[src/bgr_pkg.sv]
// shared constants and types for the blit geometry register group
// assumes one host register clock; offsets are the printed 16-bit ones
package bgr_pkg;

   localparam logic [15:0] OFS_PAT_LO = 16'h1820;
   localparam logic [15:0] OFS_PAT_HI = 16'h1822;
   localparam logic [15:0] OFS_LINE_OFS = 16'h1824;
   localparam logic [15:0] OFS_WIDTH = 16'h1826;
   localparam logic [15:0] OFS_HEIGHT = 16'h1828;
   localparam logic [15:0] OFS_STATUS = 16'h1830;
   localparam logic [15:0] OFS_CLIP_X = 16'h1834;

   localparam int PAT_ADDR_W = 27;
   localparam int PAT_HI_W = 11;
   localparam int LINE_OFS_W = 13;
   localparam int DIM_W = 11;
   localparam int POS_W = 12;
   localparam int CLIP_Y_W = 10;
   localparam int STATUS_W = 6;

   localparam logic [15:0] RST_PAT_LO = 16'h0000;
   localparam logic [PAT_HI_W-1:0] RST_PAT_HI = 11'h000;
   localparam logic [LINE_OFS_W-1:0] RST_LINE_OFS = 13'h0000;
   localparam logic [DIM_W-1:0] RST_WIDTH = 11'h001;
   localparam logic [DIM_W-1:0] RST_HEIGHT = 11'h001;
   localparam logic [DIM_W-1:0] RST_CLIP_X = 11'h000;
   localparam logic [DIM_W-1:0] DIM_ZERO = 11'h000;
   localparam logic [DIM_W-1:0] DIM_ONE = 11'h001;

   localparam logic [DIM_W-1:0] MAX_WIDTH = 11'h500;
   localparam logic [DIM_W-1:0] MAX_HEIGHT = 11'h400;
   localparam logic [DIM_W-1:0] MIN_EXPAND_WIDTH = 11'h008;

   localparam logic [2:0] OP_PATTERN_FILL_TRANSP = 3'h4;
   localparam logic [2:0] OP_MOVE = 3'h2;
   localparam logic [1:0] AREA_RECT = 2'h0;

   // status bit positions
   localparam int ST_WIDTH_RANGE = 0;
   localparam int ST_HEIGHT_RANGE = 1;
   localparam int ST_ODD_8BPP = 2;
   localparam int ST_EXPAND_MIN = 3;
   localparam int ST_PAT_ACTIVE = 4;
   localparam int ST_ROP_ACTIVE = 5;

   typedef enum logic [1:0] {
      BGR_BPP8,
      BGR_BPP16,
      BGR_BPP32
   } bgr_depth_e;

   typedef struct packed {
      logic [2:0] operation_select_field;
      logic raster_op_enable;
      logic colour_expand_select;
      logic [1:0] area_type_mode;
      bgr_depth_e depth;
   } bgr_ctrl_s;

   typedef struct packed {
      logic [PAT_ADDR_W-1:0] base;
      logic [2:0] line_ofs;
      logic [4:0] pix_ofs;
   } bgr_pattern_s;

   // log2 of bytes per pixel; the unused code is treated as 32 bpp
   function automatic logic [1:0] bgr_bpp_shift(input bgr_depth_e d);
      logic [1:0] s;
      s = 2'h2;
      case (d)
         BGR_BPP8: s = 2'h0;
         BGR_BPP16: s = 2'h1;
         default: s = 2'h2;
      endcase
      return s;
   endfunction

endpackage

[src/bgr_pattern_split.sv]
// splits the pattern start address by colour depth
// assumes inputs come from logic on the same clock
`timescale 1ns/1ps
`default_nettype none
module bgr_pattern_split
   import bgr_pkg::*;
(
   input wire logic clock,
   input wire logic ce,
   input wire logic sys_rst,
   input wire logic [PAT_ADDR_W-1:0] start_addr,
   input wire bgr_ctrl_s ctrl,
   output bgr_pattern_s pattern,
   output logic pattern_valid,
   output logic [PAT_ADDR_W-1:0] rop_pattern_addr,
   output logic rop_pattern_valid
);

   bgr_pattern_s split_nxt;

   always_comb begin
      split_nxt = '0;
      unique case (ctrl.depth)
         BGR_BPP8: begin
            split_nxt.base = {start_addr[26:7], 7'h00};
            split_nxt.line_ofs = start_addr[5:3];
            split_nxt.pix_ofs = {2'h0, start_addr[2:0]};
         end
         BGR_BPP16: begin
            split_nxt.base = {start_addr[26:8], 8'h00};
            split_nxt.line_ofs = start_addr[6:4];
            split_nxt.pix_ofs = {1'b0, start_addr[3:1], 1'b0};
         end
         default: begin
            split_nxt.base = {start_addr[26:9], 9'h000};
            split_nxt.line_ofs = start_addr[7:5];
            split_nxt.pix_ofs = {start_addr[4:2], 2'h0};
         end
      endcase
   end

   always_ff @(posedge clock) begin
      if (sys_rst) begin
         pattern <= '0;
         pattern_valid <= 1'b0;
      end else if (ce) begin
         pattern <= split_nxt;
         pattern_valid <=
            (ctrl.operation_select_field == OP_PATTERN_FILL_TRANSP);
      end
   end

   always_ff @(posedge clock) begin
      if (sys_rst) begin
         rop_pattern_addr <= '0;
         rop_pattern_valid <= 1'b0;
      end else if (ce) begin
         rop_pattern_addr <= start_addr;
         rop_pattern_valid <= ctrl.raster_op_enable;
      end
   end

endmodule
`default_nettype wire

[src/bgr_window_addr.sv]
// window start address: base + x * bytes per pixel + y * line offset
// assumes inputs come from logic on the same clock
`timescale 1ns/1ps
`default_nettype none
module bgr_window_addr
   import bgr_pkg::*;
(
   input wire logic clock,
   input wire logic ce,
   input wire logic sys_rst,
   input wire logic [PAT_ADDR_W-1:0] base,
   input wire logic [POS_W-1:0] pos_x,
   input wire logic [POS_W-1:0] pos_y,
   input wire logic [LINE_OFS_W-1:0] line_ofs,
   input wire bgr_depth_e depth,
   output logic [PAT_ADDR_W-1:0] start_addr
);

   logic signed [27:0] x_ext;
   logic signed [27:0] x_term;
   logic signed [26:0] y_prod;
   logic signed [27:0] sum;

   // positions are two's complement; result wraps modulo the address space
   always_comb begin
      x_ext = 28'(signed'(pos_x));
      x_term = x_ext <<< bgr_bpp_shift(depth);
      // both operands widened first so the product is never cut short
      y_prod = 27'(signed'(pos_y)) * 27'(signed'({1'b0, line_ofs}));
      sum = signed'({1'b0, base}) + x_term + 28'(y_prod);
   end

   always_ff @(posedge clock) begin
      if (sys_rst) begin
         start_addr <= '0;
      end else if (ce) begin
         start_addr <= sum[PAT_ADDR_W-1:0];
      end
   end

endmodule
`default_nettype wire

[src/bgr_regs.sv]
// blit geometry register group: pattern start, line offset, size, clip x
// assumes a same-clock host port and a same-clock address generator
//
// The address-and-strobe port was decided locally.
`timescale 1ns/1ps
`default_nettype none
module bgr_regs
   import bgr_pkg::*;
(
   input wire logic clock,
   input wire logic ce,
   input wire logic sys_rst,
   input wire logic [15:0] reg_addr,
   input wire logic [15:0] reg_wdata,
   input wire logic reg_wr,
   input wire logic reg_rd,
   output logic [15:0] reg_rdata,
   input wire bgr_ctrl_s ctrl,
   input wire logic [PAT_ADDR_W-1:0] src_base,
   input wire logic [POS_W-1:0] src_x,
   input wire logic [POS_W-1:0] src_y,
   input wire logic [PAT_ADDR_W-1:0] dst_base,
   input wire logic [POS_W-1:0] dst_x,
   input wire logic [POS_W-1:0] dst_y,
   input wire logic [CLIP_Y_W-1:0] clip_y,
   output bgr_pattern_s pattern,
   output logic pattern_valid,
   output logic [PAT_ADDR_W-1:0] rop_pattern_addr,
   output logic rop_pattern_valid,
   output logic [LINE_OFS_W-1:0] eff_line_offset,
   output logic [DIM_W-1:0] op_width,
   output logic [DIM_W-1:0] op_height,
   output logic [DIM_W-1:0] clip_x_start,
   output logic [PAT_ADDR_W-1:0] src_start_addr,
   output logic [PAT_ADDR_W-1:0] dst_start_addr,
   output logic [PAT_ADDR_W-1:0] clip_start_addr,
   output logic [STATUS_W-1:0] param_status
);

   logic [15:0] pat_lo_r;
   logic [PAT_HI_W-1:0] pat_hi_r;
   logic [LINE_OFS_W-1:0] line_ofs_r;
   logic [DIM_W-1:0] width_r;
   logic [DIM_W-1:0] height_r;
   logic [DIM_W-1:0] clip_x_r;
   logic [STATUS_W-1:0] status_r;
   logic [STATUS_W-1:0] status_nxt;
   logic [LINE_OFS_W-1:0] eff_ofs_r;
   logic [15:0] rdata_nxt;
   logic [PAT_ADDR_W-1:0] pat_start;
   logic [DIM_W-1:0] wr_dim;
   logic [DIM_W-1:0] wr_dim_fixed;

   assign pat_start = {pat_hi_r, pat_lo_r};

   // the field part of the write; a zero size is forced to one
   always_comb begin
      wr_dim = reg_wdata[DIM_W-1:0];
      wr_dim_fixed = (wr_dim == DIM_ZERO) ? DIM_ONE : wr_dim;
   end

   always_ff @(posedge clock) begin
      if (sys_rst) begin
         pat_lo_r <= RST_PAT_LO;
         pat_hi_r <= RST_PAT_HI;
      end else if (ce && reg_wr) begin
         if (reg_addr == OFS_PAT_LO) begin
            pat_lo_r <= reg_wdata;
         end
         if (reg_addr == OFS_PAT_HI) begin
            pat_hi_r <= reg_wdata[PAT_HI_W-1:0];
         end
      end
   end

   always_ff @(posedge clock) begin
      if (sys_rst) begin
         line_ofs_r <= RST_LINE_OFS;
      end else if (ce && reg_wr && reg_addr == OFS_LINE_OFS) begin
         line_ofs_r <= reg_wdata[LINE_OFS_W-1:0];
      end
   end

   always_ff @(posedge clock) begin
      if (sys_rst) begin
         width_r <= RST_WIDTH;
      end else if (ce && reg_wr && reg_addr == OFS_WIDTH) begin
         width_r <= wr_dim_fixed;
      end
   end

   always_ff @(posedge clock) begin
      if (sys_rst) begin
         height_r <= RST_HEIGHT;
      end else if (ce && reg_wr && reg_addr == OFS_HEIGHT) begin
         height_r <= wr_dim_fixed;
      end
   end

   always_ff @(posedge clock) begin
      if (sys_rst) begin
         clip_x_r <= RST_CLIP_X;
      end else if (ce && reg_wr && reg_addr == OFS_CLIP_X) begin
         clip_x_r <= wr_dim;
      end
   end

   // other area modes walk memory linearly, so the offset is held at zero
   always_ff @(posedge clock) begin
      if (sys_rst) begin
         eff_ofs_r <= RST_LINE_OFS;
      end else if (ce) begin
         eff_ofs_r <= (ctrl.area_type_mode == AREA_RECT) ?
                      line_ofs_r : RST_LINE_OFS;
      end
   end

   // flags only report; the engine is not stopped by a bad setting
   always_comb begin
      status_nxt = '0;
      status_nxt[ST_WIDTH_RANGE] = (width_r > MAX_WIDTH);
      status_nxt[ST_HEIGHT_RANGE] = (height_r > MAX_HEIGHT);
      status_nxt[ST_ODD_8BPP] = (ctrl.depth == BGR_BPP8) &&
                                (width_r[0] || dst_x[0]);
      status_nxt[ST_EXPAND_MIN] =
         (ctrl.operation_select_field == OP_MOVE) &&
         ctrl.colour_expand_select && (width_r < MIN_EXPAND_WIDTH);
      status_nxt[ST_PAT_ACTIVE] = pattern_valid;
      status_nxt[ST_ROP_ACTIVE] = rop_pattern_valid;
   end

   always_ff @(posedge clock) begin
      if (sys_rst) begin
         status_r <= '0;
      end else if (ce) begin
         status_r <= status_nxt;
      end
   end

   // unmapped offsets and unused upper bits read as zero
   always_comb begin
      rdata_nxt = 16'h0000;
      unique case (reg_addr)
         OFS_PAT_LO: rdata_nxt = pat_lo_r;
         OFS_PAT_HI: rdata_nxt = 16'({pat_hi_r});
         OFS_LINE_OFS: rdata_nxt = 16'({line_ofs_r});
         OFS_WIDTH: rdata_nxt = 16'({width_r});
         OFS_HEIGHT: rdata_nxt = 16'({height_r});
         OFS_CLIP_X: rdata_nxt = 16'({clip_x_r});
         OFS_STATUS: rdata_nxt = 16'({status_r});
         default: rdata_nxt = 16'h0000;
      endcase
   end

   // read data stand only in the cycle after the strobe
   always_ff @(posedge clock) begin
      if (sys_rst) begin
         reg_rdata <= 16'h0000;
      end else if (ce) begin
         reg_rdata <= reg_rd ? rdata_nxt : 16'h0000;
      end
   end

   bgr_pattern_split u_split (
      .clock(clock),
      .ce(ce),
      .sys_rst(sys_rst),
      .start_addr(pat_start),
      .ctrl(ctrl),
      .pattern(pattern),
      .pattern_valid(pattern_valid),
      .rop_pattern_addr(rop_pattern_addr),
      .rop_pattern_valid(rop_pattern_valid)
   );

   // one line offset serves source, destination and clip
   bgr_window_addr u_src (
      .clock(clock),
      .ce(ce),
      .sys_rst(sys_rst),
      .base(src_base),
      .pos_x(src_x),
      .pos_y(src_y),
      .line_ofs(eff_ofs_r),
      .depth(ctrl.depth),
      .start_addr(src_start_addr)
   );

   bgr_window_addr u_dst (
      .clock(clock),
      .ce(ce),
      .sys_rst(sys_rst),
      .base(dst_base),
      .pos_x(dst_x),
      .pos_y(dst_y),
      .line_ofs(eff_ofs_r),
      .depth(ctrl.depth),
      .start_addr(dst_start_addr)
   );

   bgr_window_addr u_clip (
      .clock(clock),
      .ce(ce),
      .sys_rst(sys_rst),
      .base(dst_base),
      .pos_x({1'b0, clip_x_r}),
      .pos_y({2'b00, clip_y}),
      .line_ofs(eff_ofs_r),
      .depth(ctrl.depth),
      .start_addr(clip_start_addr)
   );

   assign eff_line_offset = eff_ofs_r;
   assign op_width = width_r;
   assign op_height = height_r;
   assign clip_x_start = clip_x_r;
   assign param_status = status_r;

endmodule
`default_nettype wire

[config.mk]
export PLATFORM = sky130hd
export DESIGN_NAME = bgr_regs
export DESIGN_NICKNAME = d
export VERILOG_FILES = /design/src/bgr_pkg.sv /design/src/bgr_pattern_split.sv /design/src/bgr_window_addr.sv /design/src/bgr_regs.sv
export SDC_FILE = /design/constraint.sdc
export NUM_CORES = 2
export LEC_CHECK = 0
export BUFFER_PORTS_ARGS = -buffer_cell sky130_fd_sc_hd__buf_4
export CORE_UTILIZATION = 55
export DETAILED_ROUTE_END_ITERATION = 12
export GPL_ROUTABILITY_DRIVEN = 0
export PLACE_DENSITY = 0.76
export SLEW_MARGIN = 20
export SYNTH_ARGS = -nofsm -noshare
export SYNTH_HDL_FRONTEND = slang
export SYNTH_SLANG_ARGS = --single-unit
[constraint.sdc]
create_clock -name clock -period 14.95 [get_ports clock]
set_input_delay 0.7475 -clock clock [delete_from_list [all_inputs] [get_ports clock]]
set_output_delay 0.7475 -clock clock [all_outputs]
set_load 0.01 [all_outputs]
==> metrics.cfg <==
[clock_tree]
cts.reportedPaths.clkPinSlew_ps = 70
clk_latency_ps = 550
cts-hold-fix-buffers = 0
post_cts_resized = 0
numCtsBuffers = 26
cts_root_buf = clkbuf_16
cts.path.max_buffers = 3
cts_tree = built
post_cts_buffers = 0
h-tree-depth = 1
cts.sinks = 227

[place]
io_buffers = 363
dp_hpwl_um = 65900

[worst_hold_path]
whs_path_depth = 3
hp-start = ctrl[5]
whs_endpoint = u_split.rop_pattern_valid
min_path_type = in -> reg

[synthesis]
ys_seq_area_share_pct = 15.5
async_flop_share_pct = 0
synth-edff-count = 0
synth_seq_cells = 227
syn_area_per_cell_um2 = 8.74
ys.flop_type = dfxtp_1
ys_warn_count = 0
ys_types = 80
postSynthCellCount = 3346
synth.area.top_cells = fa_1, dfxtp_1, ha_1, inv_1, mux2i_1
synth_top_area_share_pct = 28.4
synth_area_leader_cell = fa_1
syn-cell-area_mm2 = 0.0292

[worst_setup_path]
crit_top_cell = a21o_1
slowest_delay_ps = 730
timing.rr.end = u_clip.start_addr[26]
r2r.worst_path.cells = 29
r2r_start = eff_line_offset[7]
path_class = reg -> reg
arrival_ps = 8530
crit_required_ps = 15340
cp_slowest_cell = dfxtp_1
worst_setup_path_end_kind = register
critPathLaunchType = register
reg2reg_slack_ps = 6810
cp_max_fo = 21

[sta]
maxSlewViolCount = 0
rsz0062_at_grt = no
finalCritPeriodShare_pct = 54.5
tns_ps = 0
hold_viol = 0
max_freq_mhz = 123
finalSetupViolations = 0
timing.slew.headroom_pct = 34.3
clock_skew_ps = 19.8
tightest_slew_ps = 986
period_minus_slack_ps = 8140

[global_route]
met2_usage_pct = 50.3
grt_busiest_layer = met2
grt_overflow = 0
grt_pass1_vias = 23600
use_met3_pct = 4.13
antenna_found_initial = 10
track_usage_pct = 31.0
use_met1_pct = 41.5
grt_max_degree = 77
grt_pass1_wl_um = 130000

[die]
io_pins = 371
die_w_um = 233
dieArea_mm2 = 0.0541
dieHeight_um = 233
core_mm2 = 0.0526
rows = 84
floorplan.initialDensity_pct = 55.7

[final_layout]
fill_cells = 4500
syn2layout_area_growth_pct = 13.1
fin_nets = 4431
final_common_cell = inv_1
final_cell_mix = inv_1, fa_1, nand2_1
drive_above_1_share_pct = 12.9

[routing]
first_iter_violations = 1610
routedWlPerCell_um = 19.6
dr.pass1.iters = 5
drc = 0
routed_wl_um = 83800
via_count = 24100
ant_nets = 0
vias_per_cell = 5.64

[run]
drv_cap = 0

[status]
outcome = finished clean

[power_and_ir_drop]
pwr_density_cell_mw_per_mm2 = 63.7
total_power_uw = 2110
p_leak_uw = 0.0167
vdd_drop_max_mv = 0.0764

[final cells by class]
class                           count  area (um2)  share of cell area (%)
Multi-Input combinational cell   2406       21900                    66.3
Clock buffer                       33         728                    2.20
Tap cell                          688         861                    2.60
Inverter                          519        1950                    5.89
Timing Repair Buffer              390        2930                    8.87
Clock inverter                     14         129                   0.390
Antenna cell                        5        12.5                  0.0378
Sequential cell                   227        4540                    13.7
[kinds of logic (layout without fill, tap and decap cells)]
group	after synthesis	count (layout)	share of synthesized area (%)
simple gates	1008	1008	16.1
buf+inv	719	956	9.65
fa+ha+maj	703	703	40.7
compound gates	448	448	10.0
flops	227	227	15.5
mux	177	177	6.07
xor+xnor	62	62	1.86
other cells	2	13	0.0257
[synthesized netlist by cell type (all sizes together), types with 6 or more instances]
master,count
nor2,253
a31oi,8
o221ai,7
xnor2,42
buf,53
o21ai,107
o21bai,6
inv,519
a32oi,6
nand2b,35
o21a,19
dfxtp,227
mux2i,173
o31ai,7
or2,7
nor3,22
a221oi,14
a21o,45
or3,11
o211ai,18
nand4,23
nand3,33
a21oi,121
a221o,8
nor2b,8
a2111oi,6
nor4b,6
clkbuf,147
o2111a,6
nand3b,6
a211oi,23
fa,415
a22oi,15
and2,166
and3,12
nor4,10
ha,288
xor2,20
nand2,406
[worst max-delay path, delay by kind of cell (launching register included)]
family                     cells  cell delay, ps
xor gates and xnor gates       1             300
buffers and inverters          6             620
AOI/OAI and AO/OA             12            2400
and+or+nand+nor                2             330
DFF                            1             730
adders and majority gates      8            3590
[metal layers]
metal,share of wire (%),vias to the layer above
met3,7.4,165
li1,-,11200
met1,41,11800
met2,47,983
met4,4.3,10
met5,0.069,-
[worst max-delay path by stage]
| stage | from | endpoint | slack [ps] | cells after the start |
|---|---|---|---|---|
| 2_1_floorplan | clip_y[1] | u_clip.start_addr[20] | 7370 | 30 |
| 3_3_place_gp | eff_line_offset[7] | u_clip.start_addr[26] | 7040 | 29 |
| 3_5_place_dp | eff_line_offset[7] | u_clip.start_addr[26] | 6870 | 29 |
| 4_1_cts | eff_line_offset[7] | u_clip.start_addr[26] | 6820 | 29 |
| 5_1_grt | eff_line_offset[7] | u_clip.start_addr[26] | 6360 | 30 |
| 6_report | eff_line_offset[7] | u_clip.start_addr[26] | 6810 | 29 |
[registers in the layout (all words and copies together) (netlist names)]
register / flops
clip_x_start: 11
u_split.pattern_valid: 1
pat_lo_r: 16
u_dst.start_addr: 27
u_clip.start_addr: 27
op_width: 11
u_split.rop_pattern_addr: 26
pat_hi_r: 11
u_split.rop_pattern_valid: 1
u_src.start_addr: 27
reg_rdata: 16
u_split.pattern: 10
param_status: 6
op_height: 11
line_ofs_r: 13
eff_line_offset: 13
[per-stage QoR]
step | hold WS [ps] | cell area, um2 | setup WS (ps) | utilization, % | std cells
global placement | 435 | 32200 | 7040 | 61.3 | 4230
finish | 440 | 33100 | 6810 | 62.9 | 4282
CTS | 418 | 33100 | 6820 | 62.9 | 4277
global route | 461 | 33100 | 6360 | 62.9 | 4282
detailed placement | 445 | 32200 | 6870 | 61.3 | 4230
floorplan | 449 | 29300 | 7370 | - | 3352
[power by group]
group / switching [uW] / total [uW] / leakage (uW) / internal, uW
combinational: 462 / 788 / 0.0144 / 325
sequential: 26.2 / 670 / 0.00185 / 644
clock: 283 / 649 / 0.000407 / 366
total: 772 / 2110 / 0.0167 / 1330
Note: power is estimated with default switching activity, not from simulation.
